<file path="config.mk">
export PLATFORM = sky130hd
export DESIGN_NAME = tscd_top
export DESIGN_NICKNAME = d
export VERILOG_FILES = /design/src/hw/tscd_pkg.sv /design/src/hw/tscd_clk_div.sv /design/src/hw/tscd_top.sv
export SDC_FILE = /design/constraint.sdc
export NUM_CORES = 1
export LEC_CHECK = 0
export BUFFER_PORTS_ARGS = -buffer_cell sky130_fd_sc_hd__buf_2
export CAP_MARGIN = 25
export CORE_MARGIN = 8
export CORE_UTILIZATION = 41
export CTS_CLUSTER_DIAMETER = 200
export DETAILED_ROUTE_END_ITERATION = 10
export GPL_TIMING_DRIVEN = 0
export MAX_ROUTING_LAYER = met4
export PLACE_DENSITY = 0.66
export SLEW_MARGIN = 20
export SYNTH_ARGS = -nofsm -noshare
export SYNTH_HDL_FRONTEND = slang
export SYNTH_SLANG_ARGS = --single-unit
</file>
<file path="constraint.sdc">
create_clock -name clk_sys_i -period 2.35 [get_ports clk_sys_i]
set_input_delay 0.47 -clock clk_sys_i [delete_from_list [all_inputs] [get_ports clk_sys_i]]
set_output_delay 0.47 -clock clk_sys_i [all_outputs]
set_load 0.005 [all_outputs]
</file>
<file path="src/hw/tscd_pkg.sv">
// Constants and types of the trigger select block
package tscd_pkg;

    ////////////////////////////////////////////////////////////////////////
    // Register indexes; byte address is four times
    localparam logic [15:0] IDX_BOARD_COMMAND = 16'h0000;
    localparam logic [15:0] IDX_EXT_CLOCK_DIVIDER = 16'h4E48;
    localparam logic [15:0] IDX_TRIGGER_MODE_SELECT = 16'h9C40;
    localparam logic [15:0] IDX_TRIGGER_CONNECTOR_DIRECTION = 16'h9CA4;
    localparam logic [15:0] IDX_TRIGGER_INPUT_TERMINATION = 16'h9CAE;
    localparam logic [15:0] IDX_TRIGGER_STATUS = 16'h9D08;
    localparam logic [15:0] IDX_PULSE_LENGTH_LIMIT = 16'hABE0;

    ////////////////////////////////////////////////////////////////////////
    // Command codes
    localparam logic [31:0] CMD_START = 32'h0000_0001;
    localparam logic [31:0] CMD_STOP = 32'h0000_0002;
    localparam logic [31:0] FORCE_TRIGGER_CMD = 32'h0000_0010;

    ////////////////////////////////////////////////////////////////////////
    // Trigger mode codes
    localparam logic [31:0] FREE_RUN_MODE = 32'h0000_0000;
    localparam logic [31:0] RISING_EDGE_MODE = 32'h0000_4E20;
    localparam logic [31:0] FALLING_EDGE_MODE = 32'h0000_4E2A;
    localparam logic [31:0] ANY_EDGE_MODE = 32'h0000_4E3E;
    localparam logic [31:0] LONG_HIGH_PULSE_MODE = 32'h0000_4E21;
    localparam logic [31:0] SHORT_HIGH_PULSE_MODE = 32'h0000_4E22;
    localparam logic [31:0] LONG_LOW_PULSE_MODE = 32'h0000_4E23;
    localparam logic [31:0] SHORT_LOW_PULSE_MODE = 32'h0000_4E24;

    ////////////////////////////////////////////////////////////////////////
    // Reset values and field limits
    localparam logic [31:0] RST_BOARD_COMMAND = 32'h0000_0000;
    localparam logic [10:0] RST_EXT_CLOCK_DIVIDER = 11'h001;
    localparam logic [31:0] RST_TRIGGER_MODE_SELECT = 32'h0000_0000;
    localparam logic RST_TRIGGER_CONNECTOR_DIRECTION = 1'b0;
    localparam logic RST_TRIGGER_INPUT_TERMINATION = 1'b0;
    localparam logic [7:0] RST_PULSE_LENGTH_LIMIT = 8'h02;
    localparam logic [7:0] PULSE_LENGTH_MIN = 8'h02;
    localparam logic [7:0] PULSE_LENGTH_MAX = 8'hFF;
    localparam int DIV_W = 11;

    ////////////////////////////////////////////////////////////////////////
    // Status field positions
    localparam int STAT_ARMED_BIT = 0;
    localparam int STAT_SETUP_BIT = 1;
    localparam int STAT_REC_BIT = 2;

    ////////////////////////////////////////////////////////////////////////
    // Timing
    localparam int CLK_MHZ = 200;
    localparam int SETUP_TIME_NS = 20;
    localparam int SETUP_CYCLES = (SETUP_TIME_NS * CLK_MHZ + 999) / 1000;
    localparam logic [3:0] SETUP_CNT_LAST = 4'(SETUP_CYCLES - 1);

    ////////////////////////////////////////////////////////////////////////
    // Acquisition sequence
    typedef enum logic [1:0] {
        ST_IDLE,
        ST_SETUP,
        ST_ARMED,
        ST_REC
    } tscd_state_t;

    // Allowed divider factors
    function automatic logic div_allowed(input logic [31:0] v);
        case (v)
            32'd1, 32'd2, 32'd4, 32'd8, 32'd10, 32'd16, 32'd20, 32'd40,
            32'd50, 32'd80, 32'd100, 32'd200, 32'd400, 32'd500, 32'd800,
            32'd1000, 32'd2000: div_allowed = 1'b1;
            default: div_allowed = 1'b0;
        endcase
    endfunction : div_allowed

endpackage : tscd_pkg

</file>
<file path="src/hw/tscd_clk_div.sv">
// External clock divider, one-cycle sample enable
`timescale 1ns/1ps
module tscd_clk_div (
    input wire logic clk_sys_i,
    input wire logic srst_i,
    input wire logic ext_clk_i,
    input wire logic [10:0] div_i,
    output logic tick_o
);

    logic ext_q;
    logic [10:0] cnt;
    logic ext_rise;

    assign ext_rise = ext_clk_i & ~ext_q;

    always_ff @(posedge clk_sys_i) begin
        if (srst_i) begin
            ext_q <= 1'b0;
        end else begin
            ext_q <= ext_clk_i;
        end
    end

    // One tick every div_i external rising edges
    always_ff @(posedge clk_sys_i) begin
        if (srst_i) begin
            cnt <= 11'h000;
            tick_o <= 1'b0;
        end else begin
            tick_o <= 1'b0;
            if (ext_rise) begin
                if (cnt >= div_i - 11'h001) begin
                    cnt <= 11'h000;
                    tick_o <= 1'b1; // [RULE1]
                end else begin
                    cnt <= cnt + 11'h001;
                end
            end
        end
    end

endmodule : tscd_clk_div

</file>
<file path="src/hw/tscd_top.sv">
// Trigger select and clock divider, AHB-Lite registers
// Operation
// RULE1 - Divide external clock by listed fixed factors
// RULE2 - Divided external clock is the sample clock
// RULE3 - External clock must exceed one megasample
// RULE4 - Free run mode starts after setup time
// RULE5 - Force trigger works only while waiting
// RULE6 - Direction zero leaves connector driver disabled
// RULE7 - Direction one outputs internal trigger events
// RULE8 - Internal modes drive active high acquisition mark
// RULE9 - External modes force connector to input
// RULE10 - Rising edge mode triggers on rises
// RULE11 - Falling edge mode triggers on falls
// RULE12 - Any edge mode triggers on both edges
// RULE13 - Long high pulse mode triggers
// RULE14 - Short high pulse mode triggers
// RULE15 - Long and short low pulse modes
// RULE16 - Termination selects fifty ohm only as input
// RULE17 - First event triggers, re-arm after recording
// RULE18 - Pulse length in sample clocks, 2 to 255
// RULE19 - Illegal divider writes keep previous value
//
// Added by the designer: register access over AHB-Lite.
`timescale 1ns/1ps
module tscd_top (
    input wire logic clk_sys_i,
    input wire logic srst_i,
    input wire logic hsel_i,
    input wire logic [31:0] haddr_i,
    input wire logic [1:0] htrans_i,
    input wire logic hwrite_i,
    input wire logic [2:0] hsize_i,
    input wire logic [31:0] hwdata_i,
    input wire logic hready_i,
    output logic hreadyout_o,
    output logic hresp_o,
    output logic [31:0] hrdata_o,
    input wire logic ext_clk_i,
    input wire logic trig_in_i,
    input wire logic rec_done_i,
    output logic trig_out_o,
    output logic trig_oe_n_o,
    output logic term_50_o,
    output logic sample_tick_o,
    output logic armed_o,
    output logic recording_o
);

    ////////////////////////////////////////////////////////////////////////
    // Register state
    logic [31:0] board_command;
    logic [10:0] ext_clock_divider;
    logic [31:0] trigger_mode_select;
    logic trigger_connector_direction;
    logic trigger_input_termination;
    logic [7:0] pulse_length_limit;
    tscd_pkg::tscd_state_t state;
    logic [3:0] setup_cnt;

    ////////////////////////////////////////////////////////////////////////
    // Bus slave
    logic acc;
    logic wr_pend;
    logic rd_pend;
    logic [17:0] addr_q;
    logic addr_ok;
    logic [15:0] idx_q;
    logic [31:0] next_rdata;
    logic wr_cmd;

    assign acc = hsel_i & htrans_i[1] & hready_i;
    assign idx_q = addr_q[17:2];

    always_ff @(posedge clk_sys_i) begin
        if (srst_i) begin
            wr_pend <= 1'b0;
            rd_pend <= 1'b0;
            addr_q <= 18'h00000;
            addr_ok <= 1'b0;
        end else begin
            wr_pend <= acc & hwrite_i;
            rd_pend <= acc & ~hwrite_i;
            if (acc) begin
                addr_q <= haddr_i[17:0];
                addr_ok <= (haddr_i[31:18] == 14'h0000) &&
                           (haddr_i[1:0] == 2'b00);
            end
        end
    end

    // One read wait state keeps hrdata on a flop
    always_ff @(posedge clk_sys_i) begin
        if (srst_i) begin
            hreadyout_o <= 1'b1;
            hresp_o <= 1'b0;
            hrdata_o <= 32'h0000_0000;
        end else begin
            hresp_o <= 1'b0;
            if (acc && !hwrite_i) begin
                hreadyout_o <= 1'b0;
            end else if (rd_pend) begin
                hreadyout_o <= 1'b1;
                hrdata_o <= next_rdata;
            end
        end
    end

    always_comb begin
        next_rdata = 32'h0000_0000;
        if (addr_ok) begin
            case (idx_q)
                tscd_pkg::IDX_BOARD_COMMAND:
                    next_rdata = board_command;
                tscd_pkg::IDX_EXT_CLOCK_DIVIDER:
                    next_rdata = {21'h000000, ext_clock_divider};
                tscd_pkg::IDX_TRIGGER_MODE_SELECT:
                    next_rdata = trigger_mode_select;
                tscd_pkg::IDX_TRIGGER_CONNECTOR_DIRECTION:
                    next_rdata = {31'h00000000, trigger_connector_direction};
                tscd_pkg::IDX_TRIGGER_INPUT_TERMINATION:
                    next_rdata = {31'h00000000, trigger_input_termination};
                tscd_pkg::IDX_PULSE_LENGTH_LIMIT:
                    next_rdata = {24'h000000, pulse_length_limit};
                tscd_pkg::IDX_TRIGGER_STATUS: begin
                    next_rdata[tscd_pkg::STAT_ARMED_BIT] =
                        (state == tscd_pkg::ST_ARMED);
                    next_rdata[tscd_pkg::STAT_SETUP_BIT] =
                        (state == tscd_pkg::ST_SETUP);
                    next_rdata[tscd_pkg::STAT_REC_BIT] =
                        (state == tscd_pkg::ST_REC);
                end
                default: next_rdata = 32'h0000_0000;
            endcase
        end
    end

    function automatic logic hit_reg(input logic [15:0] idx);
        hit_reg = wr_pend && addr_ok && (idx_q == idx);
    endfunction : hit_reg

    assign wr_cmd = hit_reg(tscd_pkg::IDX_BOARD_COMMAND);

    ////////////////////////////////////////////////////////////////////////
    // Register writes
    always_ff @(posedge clk_sys_i) begin
        if (srst_i) begin
            board_command <= tscd_pkg::RST_BOARD_COMMAND;
        end else if (wr_cmd) begin
            board_command <= hwdata_i;
        end
    end

    always_ff @(posedge clk_sys_i) begin
        if (srst_i) begin
            ext_clock_divider <= tscd_pkg::RST_EXT_CLOCK_DIVIDER;
        end else if (hit_reg(tscd_pkg::IDX_EXT_CLOCK_DIVIDER) &&
                     tscd_pkg::div_allowed(hwdata_i)) begin
            ext_clock_divider <= hwdata_i[10:0]; // [RULE1] [RULE19]
        end
    end

    always_ff @(posedge clk_sys_i) begin
        if (srst_i) begin
            trigger_mode_select <= tscd_pkg::RST_TRIGGER_MODE_SELECT;
            trigger_connector_direction <=
                tscd_pkg::RST_TRIGGER_CONNECTOR_DIRECTION;
            trigger_input_termination <=
                tscd_pkg::RST_TRIGGER_INPUT_TERMINATION;
        end else begin
            if (hit_reg(tscd_pkg::IDX_TRIGGER_MODE_SELECT)) begin
                trigger_mode_select <= hwdata_i;
            end
            if (hit_reg(tscd_pkg::IDX_TRIGGER_CONNECTOR_DIRECTION)) begin
                trigger_connector_direction <= hwdata_i[0];
            end
            if (hit_reg(tscd_pkg::IDX_TRIGGER_INPUT_TERMINATION)) begin
                trigger_input_termination <= hwdata_i[0];
            end
        end
    end

    always_ff @(posedge clk_sys_i) begin
        if (srst_i) begin
            pulse_length_limit <= tscd_pkg::RST_PULSE_LENGTH_LIMIT;
        end else if (hit_reg(tscd_pkg::IDX_PULSE_LENGTH_LIMIT) &&
                     hwdata_i[31:8] == 24'h000000 &&
                     hwdata_i[7:0] >= tscd_pkg::PULSE_LENGTH_MIN) begin
            pulse_length_limit <= hwdata_i[7:0]; // [RULE18]
        end
    end

    ////////////////////////////////////////////////////////////////////////
    // Sample clock
    logic tick;

    tscd_clk_div u_div (
        .clk_sys_i(clk_sys_i),
        .srst_i(srst_i),
        .ext_clk_i(ext_clk_i),
        .div_i(ext_clock_divider),
        .tick_o(tick)
    );

    always_ff @(posedge clk_sys_i) begin
        if (srst_i) begin
            sample_tick_o <= 1'b0;
        end else begin
            sample_tick_o <= tick; // [RULE2] [RULE3]
        end
    end

    ////////////////////////////////////////////////////////////////////////
    // Mode decode
    logic m_free;
    logic m_rise;
    logic m_fall;
    logic m_any;
    logic m_lhi;
    logic m_shi;
    logic m_llo;
    logic m_slo;
    logic m_ext;

    assign m_free = trigger_mode_select == tscd_pkg::FREE_RUN_MODE;
    assign m_rise = trigger_mode_select == tscd_pkg::RISING_EDGE_MODE;
    assign m_fall = trigger_mode_select == tscd_pkg::FALLING_EDGE_MODE;
    assign m_any = trigger_mode_select == tscd_pkg::ANY_EDGE_MODE;
    assign m_lhi = trigger_mode_select == tscd_pkg::LONG_HIGH_PULSE_MODE;
    assign m_shi = trigger_mode_select == tscd_pkg::SHORT_HIGH_PULSE_MODE;
    assign m_llo = trigger_mode_select == tscd_pkg::LONG_LOW_PULSE_MODE;
    assign m_slo = trigger_mode_select == tscd_pkg::SHORT_LOW_PULSE_MODE;
    assign m_ext = m_rise | m_fall | m_any | m_lhi | m_shi | m_llo | m_slo;

    ////////////////////////////////////////////////////////////////////////
    // External trigger detection
    logic trig_q;
    logic rise;
    logic fall;
    logic [7:0] pulse_cnt;
    logic pulse_ok;
    logic pol;
    logic ext_hit;
    logic armed;

    assign armed = state == tscd_pkg::ST_ARMED;
    assign rise = trig_in_i & ~trig_q;
    assign fall = ~trig_in_i & trig_q;
    assign pol = m_lhi | m_shi;

    // Pulse counts start only at edges seen while armed
    always_ff @(posedge clk_sys_i) begin
        if (srst_i) begin
            trig_q <= 1'b0;
            pulse_cnt <= 8'h00;
            pulse_ok <= 1'b0;
        end else begin
            trig_q <= trig_in_i;
            if (!armed) begin
                pulse_ok <= 1'b0;
                pulse_cnt <= 8'h00;
            end else if (rise | fall) begin
                pulse_ok <= 1'b1;
                pulse_cnt <= 8'h00;
            end else if (tick && pulse_cnt != 8'hFF) begin
                pulse_cnt <= pulse_cnt + 8'h01; // [RULE18]
            end
        end
    end

    always_comb begin
        ext_hit = 1'b0;
        if (m_rise && rise) begin
            ext_hit = 1'b1; // [RULE10]
        end
        if (m_fall && fall) begin
            ext_hit = 1'b1; // [RULE11]
        end
        if (m_any && (rise | fall)) begin
            ext_hit = 1'b1; // [RULE12]
        end
        if ((m_lhi | m_llo) && pulse_ok && trig_q == pol &&
            trig_in_i == pol && pulse_cnt > pulse_length_limit) begin
            ext_hit = 1'b1; // [RULE13] [RULE15]
        end
        if ((m_shi | m_slo) && pulse_ok && trig_q == pol &&
            trig_in_i != pol && pulse_cnt < pulse_length_limit) begin
            ext_hit = 1'b1; // [RULE14] [RULE15]
        end
    end

    ////////////////////////////////////////////////////////////////////////
    // Acquisition sequence
    logic cmd_start;
    logic cmd_stop;
    logic cmd_force;

    assign cmd_start = wr_cmd && hwdata_i == tscd_pkg::CMD_START;
    assign cmd_stop = wr_cmd && hwdata_i == tscd_pkg::CMD_STOP;
    assign cmd_force = wr_cmd && hwdata_i == tscd_pkg::FORCE_TRIGGER_CMD;

    always_ff @(posedge clk_sys_i) begin
        if (srst_i) begin
            state <= tscd_pkg::ST_IDLE;
            setup_cnt <= 4'h0;
        end else if (cmd_stop) begin
            state <= tscd_pkg::ST_IDLE;
        end else begin
            case (state)
                tscd_pkg::ST_IDLE: begin
                    setup_cnt <= 4'h0;
                    if (cmd_start) begin
                        state <= m_free ? tscd_pkg::ST_SETUP
                                        : tscd_pkg::ST_ARMED;
                    end
                end
                tscd_pkg::ST_SETUP: begin
                    if (setup_cnt == tscd_pkg::SETUP_CNT_LAST) begin
                        state <= tscd_pkg::ST_REC; // [RULE4]
                    end else begin
                        setup_cnt <= setup_cnt + 4'h1;
                    end
                end
                tscd_pkg::ST_ARMED: begin
                    if (cmd_force || (m_ext && ext_hit)) begin
                        state <= tscd_pkg::ST_REC; // [RULE5] [RULE17]
                    end
                end
                tscd_pkg::ST_REC: begin
                    setup_cnt <= 4'h0;
                    if (rec_done_i) begin
                        state <= m_free ? tscd_pkg::ST_SETUP
                                        : tscd_pkg::ST_ARMED; // [RULE17]
                    end
                end
                default: state <= tscd_pkg::ST_IDLE;
            endcase
        end
    end

    ////////////////////////////////////////////////////////////////////////
    // Connector driver and termination
    logic drive;
    logic rec_next;

    assign drive = !m_ext && trigger_connector_direction; // [RULE6] [RULE9]
    assign rec_next = (state == tscd_pkg::ST_REC);

    always_ff @(posedge clk_sys_i) begin
        if (srst_i) begin
            trig_oe_n_o <= 1'b1;
            trig_out_o <= 1'b0;
            term_50_o <= 1'b0;
            armed_o <= 1'b0;
            recording_o <= 1'b0;
        end else begin
            trig_oe_n_o <= ~drive; // [RULE6] [RULE7] [RULE9]
            trig_out_o <= drive & rec_next; // [RULE7] [RULE8]
            term_50_o <= trigger_input_termination & ~drive; // [RULE16]
            armed_o <= armed;
            recording_o <= rec_next;
        end
    end

endmodule : tscd_top

</file>
==> results.md, run 1 <==
* ANT nets after route at 0
* Maximum number of pins on one net before global-route repair at 19
* Violations in the final reports: setup timing
* Async set-reset flop share out of synthesis at 0
* Worst-case reg-to-reg path depth at 11
* First DRT Iteration DRCs at 585
* Final setup viols at 15
* WHS Path Cells at 2
* Setup Total Neg Slack at -1930 ps
* Crit path time final at 2530 ps
* Clock latency on the worst-skew pair at 440 ps
* Clock Tree Buf Depth at 2
* Achievable Freq at 395 MHz
* GRT Total Usage at 0.207
* H-Tree Depth at 4
* Critical path type: reg2reg
* Status: complete, but fails checks
* Pwr dens at 622 nW/µm²
* First-pass GRT wire length at 39.5 mm
* DP Worst Slack at -457 ps
* Placed Area at 9070 µm²
* Seq/Total Area, Yosys at 0.423
* Crit-path max FO at 5
* Worst hold start: hwrite_i
* Core area at 19500 µm²
* Cell Rows at 51
* Tcrit/Tclk final at 1.08
* Syn Nets at 1105
* Synth Instances at 999
* # IOs at 117
* GRT Residual Overflow at 0
* FF-to-FF setup slack at -180 ps
* Leak pwr at 4.01 nW
* Final Hold Fails at 0
* Die width at 157 µm
* Distinct cells, synth at 63
* Worst-path clk slew at 70 ps
* Vias in the first global route at 7510
* Startpoint class of the critical path: register
* Drt wl/cell at 17.4 µm
* Root buf cell: clkbuf_16
* Routed WL at 24.9 mm
* Max-slew violations at 0
* Remaining DRCs at 0
* Die ar. at 24600 µm²
* CTS sink cnt at 172
* Max-cap viol count at 0
* N_diodes at 0
* Layout cells sized above 1 at 0.228
* Worst setup EP type: register
* DP HPWL at 18.0 mm
* Die height at 157 µm
* Unrepaired setup endpoints after global routing: true
* Setup Skew at 12.1 ps
* Most used DFF post-synth: dfxtp_1
* Number of enable flip-flop cells after synthesis at 0
* Yosys top cell area share at 0.423
* Worst Path Required at 2720 ps
* Avg Cell Area, Syn at 8.15 µm²
* Worst-margin pin slew at 778 ps
* Initial antenna violation count at 0
* Post-synth top cells: nand2_1 (190), dfxtp_1 (172), a21oi_1 (114)
* Top cells by area, synth: dfxtp_1 (42%), nand2_1 (8.8%), a21oi_1 (7.0%)
* Count leader, synth: nand2_1
* Netlist Area Pre-Place at 8140 µm²
* Max IR drop VDD at 0.579 mV
* GP Congestion at 0.939
* Detailed Routing Iterations Pass 1 at 5
* Final nets at 1260
* Reg2Reg Launch Point: ext_clock_divider[5]
* Cell area after layout at 10200 µm²
* Via count of the routed design at 7808
* Worst min path class: in2reg
* Area grow syn2layout at 25.8%
* CTS tree: done
* Setup ws final at -181 ps
* Num CTS Buffers at 17
* Critical R2R Capture: u_div.cnt[10]
* Synth warn at 0
* Worst Hold Endpoint: rd_pend
* Rel. slew slack at 0.474
* Fillers at 1833
* Hold buffer count at CTS at 0
* Critical path arrival at 2900 ps
* I/O Buffers at 109
* Vias/cell at 5.45
* Synth Register Bits at 172
* Starting Density at 0.418
* Cell taking the most area after synthesis: dfxtp_1
## where the power goes
group	internal, mW	switching [mW]	total (mW)
combinational	0.263	0.373	0.636
clock	1.41	1.34	2.75
sequential	2.95	0.0371	2.99
## kinds of logic (layout without fill, tap and decap cells)
group	Yosys count	after routing	synth area share
XOR/XNOR	28	28	0.0301
buffers and inverters	94	261	0.0464
AND/OR/NAND/NOR	426	427	0.249
other	1	1	0.000461
flip-flops	172	172	0.423
multiplexers	21	21	0.0258
AO/OA/AOI/OAI	228	228	0.181
adder cells (fa/ha/maj)	29	29	0.0446
## final cells by class
cell class | instances | area [µm²] | share of cell area
Multi-Input combinational cell | 734 | 4650 | 0.454
Sequential cell | 172 | 3460 | 0.338
Timing Repair Buffer | 138 | 785 | 0.0766
Clock buffer | 17 | 425 | 0.0415
Buffer | 65 | 345 | 0.0337
Tap cell | 265 | 332 | 0.0324
Clock inverter | 15 | 148 | 0.0144
Inverter | 26 | 97.6 | 0.00952
## worst max-delay path, cell delays in order, from the launching register on
cell	delay [ps]
dfxtp_4	370
nor4_4	290
buf_4	160
nand2_2	60
nor4_2	260
xnor2_1	180
ha_1	280
a21o_1	180
a21oi_2	190
nand2b_4	190
nand3_4	130
nor3_2	170
## metal layers
layer / global-route usage / vias up / wire length, µm / part of all wire
met5: - / - / 0 / 0
met4: 0.0755 / 0 / 417 / 0.017
met3: 0.0280 / 36 / 1430 / 0.057
met2: 0.331 / 238 / 11900 / 0.48
met1: 0.265 / 3683 / 11100 / 0.45
li1: - / 3851 / - / -
## per-stage QoR
stage	util	cells	power [mW]	hold slack (ps)
3_3_place_gp	0.465	1373	3.58	442
3_5_place_dp	0.466	1374	3.58	446
5_1_grt	0.527	1432	6.58	247
4_1_cts	0.517	1427	6.37	228
6_report	0.527	1432	6.37	242
2_1_floorplan	-	999	3.37	436
## what timing repair did
item | in CTS | in global routing
endpoints found under the setup margin | 121 | 127
gates cloned | 2 | 0
pin swaps | 36 | 19
hold endpoints to repair | 0 | 0
buffers inserted | 20 | 7
resized for setup | 58 | 65
## placed cells by master, fill, tap and decap left out, types with 7 or more instances in the layout
| cell | netlist | final |
|---|---|---|
| a21oi_1 | 114 | 111 |
| nand3b_1 | 7 | 7 |
| nor2_1 | 78 | 77 |
| nand2_1 | 190 | 187 |
| mux2i_1 | 21 | 21 |
| nor3_1 | 24 | 12 |
| dfxtp_1 | 172 | 165 |
| buf_2 | 14 | 113 |
| nand4_1 | 12 | 12 |
| nand3_1 | 24 | 20 |
| nand2b_1 | 9 | 8 |
| nor4_1 | 22 | 14 |
| ha_1 | 29 | 28 |
| xor2_1 | 18 | 18 |
| nor3_2 | 0 | 10 |
| clkbuf_1 | 50 | 31 |
| inv_1 | 26 | 25 |
| clkbuf_2 | 0 | 12 |
| buf_4 | 2 | 34 |
| nor2b_1 | 8 | 8 |
| clkbuf_16 | 0 | 17 |
| xnor2_1 | 10 | 9 |
| and3_1 | 11 | 9 |
| a22oi_1 | 36 | 36 |
| a22o_1 | 21 | 21 |
## flip-flops by register name (all words and copies together), names as in the netlist, 2 cells and up
| name | count |
|---|---|
| state | 2 |
| addr_q | 16 |
| pulse_cnt | 8 |
| trigger_mode_select | 32 |
| ext_clock_divider | 11 |
| u_div.cnt | 11 |
| pulse_length_limit | 8 |
| hrdata_o | 32 |
| setup_cnt | 4 |
| board_command | 32 |
## worst max-delay path by stage
stage          depth (start not counted)  slack, ps                     to                 start
2_1_floorplan                         11          1           u_div.cnt[0]  ext_clock_divider[0]
3_3_place_gp                           7       -700            hrdata_o[3]            addr_q[10]
3_5_place_dp                          11       -460  ext_clock_divider[10]           hwdata_i[6]
4_1_cts                                8        -70               state[1]             addr_q[3]
5_1_grt                               12       -310          u_div.cnt[10]  ext_clock_divider[5]
6_report                              11       -180          u_div.cnt[10]  ext_clock_divider[5]
Note: power is estimated with default switching activity, not from simulation.
==> run 2, diff against run 1 <==
Settings changed: CELL_PAD_IN_SITES_DETAIL_PLACEMENT set to 0, CELL_PAD_IN_SITES_GLOBAL_PLACEMENT set to 1, CORE_UTILIZATION 41 to 39, PLACE_DENSITY 0.66 to 0.8.
==> run 2 against run 1 <==
Combinational power up 4.2%. Flip-flop and latch count did not move. Final area grew 1.9%. Clock power grew 6%. Setup slack improved by 99 ps. Sequential power hardly changed. The flow still finishes with violations (setup timing). Via count up 1.1%. Critical path type unchanged. Register-to-register slack improved by 99 ps. Total power increased by 3.0%. Core utilization down 2.3 points. Die area rose by 4.6%.
==> results.md, run 2 (synthesized netlist as in run 1, its figures left out) <==
* Status: complete, but fails checks (unchanged)
* Violations in the final reports: setup timing (unchanged)
* Num CTS Buffers at 17 (unchanged)
* CTS tree: done (unchanged)
* Final setup viols at 7 (was 15)
* Worst-margin pin slew at 811 ps (was 778 ps)
* Max-cap viol count at 0 (unchanged)
* Root buf cell: clkbuf_16 (unchanged)
* Drt wl/cell at 18.1 µm (was 17.4 µm)
* DP Worst Slack at -485 ps (was -457 ps)
* Hold Slack at 236 ps (was 242 ps)
* Cell Rows at 53 (was 51)
* Setup Total Neg Slack at -181 ps (was -1930 ps)
* Crit-path max FO at 3 (was 5)
* Setup Skew at 13.2 ps (was 12.1 ps)
* Via count of the routed design at 7892 (was 7808)
* Vias/cell at 5.46 (was 5.45)
* Unrepaired setup endpoints after global routing: true (unchanged)
* First-pass GRT wire length at 41.4 mm (was 39.5 mm)
* # IOs at 117 (unchanged)
* Remaining DRCs at 0 (unchanged)
* Final nets at 1263 (was 1260)
* Leak pwr at 4.07 nW (was 4.01 nW)
* Setup ws final at -82.2 ps (was -181 ps)
* Critical path type: reg2reg (unchanged)
* Final Hold Fails at 0 (unchanged)
* I/O Buffers at 109 (unchanged)
* Total power at 6.56 mW (was 6.37 mW)
* Worst min path class: in2reg (unchanged)
* Achievable Freq at 411 MHz (was 395 MHz)
* Worst setup EP type: register (unchanged)
* GRT Total Usage at 0.205 (was 0.207)
* Maximum number of pins on one net before global-route repair at 21 (was 19)
* Die height at 160 µm (was 157 µm)
* H-Tree Depth at 4 (unchanged)
* Layout cells sized above 1 at 0.243 (was 0.228)
* N_diodes at 0 (unchanged)
* Tcrit/Tclk final at 1.03 (was 1.08)
* Cell area after layout at 10400 µm² (was 10200 µm²)
* Clock latency on the worst-skew pair at 440 ps (about the same)
* Clock Tree Buf Depth at 2 (unchanged)
* Max IR drop VDD at 0.397 mV (was 0.579 mV)
* Core area at 20800 µm² (was 19500 µm²)
* FF-to-FF setup slack at -80 ps (was -180 ps)
* Die ar. at 25800 µm² (was 24600 µm²)
* Max-slew violations at 0 (unchanged)
* Die width at 160 µm (was 157 µm)
* Rel. slew slack at 0.460 (was 0.474)
* Worst Path Required at 2710 ps (was 2720 ps)
* Routed WL at 26.2 mm (was 24.9 mm)
* Commonest non-fill, non-tap cells in the layout: nand2_1 (188), dfxtp_1 (163), buf_2 (115) (was nand2_1 (187), dfxtp_1 (165), buf_2 (113))
* Worst-path clk slew at 80 ps (was 70 ps)
* Hold buffer count at CTS at 0 (unchanged)
* Detailed Routing Iterations Pass 1 at 5 (unchanged)
* ANT nets after route at 0 (unchanged)
* Initial antenna violation count at 0 (unchanged)
* First DRT Iteration DRCs at 559 (was 585)
* Vias in the first global route at 7770 (was 7510)
* CTS sink cnt at 172 (unchanged)
* Placed Area at 9080 µm² (was 9070 µm²)
* Startpoint class of the critical path: register (unchanged)
* Critical path arrival at 2800 ps (was 2900 ps)
* Pwr dens at 628 nW/µm² (was 622 nW/µm²)
* GP Congestion at 0.900 (was 0.939)
* GRT Residual Overflow at 0 (unchanged)
* Largest regs: board_command (32), hrdata_o (32), trigger_mode_select (32) (unchanged)
* DP HPWL at 18.7 mm (was 18.0 mm)
* Area grow syn2layout at 28.3% (was 25.8%)
* Starting Density at 0.392 (was 0.418)
* Commonest non-fill, non-tap cell in the layout: nand2_1 (unchanged)
* Crit path time final at 2430 ps (was 2530 ps)
[run 2: power by group]
part	internal [mW]	total [mW]	switching, mW
clock	1.45	2.91	1.46
sequential	2.95	2.99	0.0392
combinational	0.274	0.663	0.389
total	4.68	6.56	1.88
[run 2: layer usage]
| metal | wire, µm | GRT usage |
|---|---|---|
| met4 | 395 | 0.0650 |
| met5 | 0 | - |
| met1 | 11700 | 0.260 |
| met2 | 12800 | 0.330 |
| met3 | 1330 | 0.0302 |
[run 2: timing repair]
action / 4_1_cts / 5_1_grt
setup buffers: 22 / 9
cloned: 2 / 1
pin swaps: 38 / 21
gates resized for setup: 68 / 72
endpoints found under the setup margin: 121 / 118
[run 2: metrics by stage]
step           utilization  instances
6_report             0.503       1445
2_1_floorplan            -        999
3_3_place_gp         0.437       1383
5_1_grt              0.503       1445
3_5_place_dp         0.438       1384
4_1_cts              0.488       1438
[run 2: layout make-up]
class                      instances  area, µm²
clock inverter                    15        181
inverter                          26       97.6
clock buffer                      17        425
timing repair buffer             143        836
tap                              275        344
sequential                       172       3470
buffer                            63        344
multi-input combinational        734       4750
fill                            2030      10300
[run 2: worst max-delay path, cell delays in order (launching register included)]
cell and delay (ps):
dfxtp_1 340, nor4_2 350, nand2_1 220, nor4b_4 380, and3_4 250, nor3_1 50
a221o_1 360, o2111a_1 260, a211oi_2 140
[run 2: path summary, 6_finish.rpt]
kind,start,end,cells past startpoint
max reg2reg,trigger_mode_select[16],state[1],8
min,hwrite_i,rd_pend,2
max,trigger_mode_select[16],state[1],8
min reg2reg,board_command[30],board_command[30],2
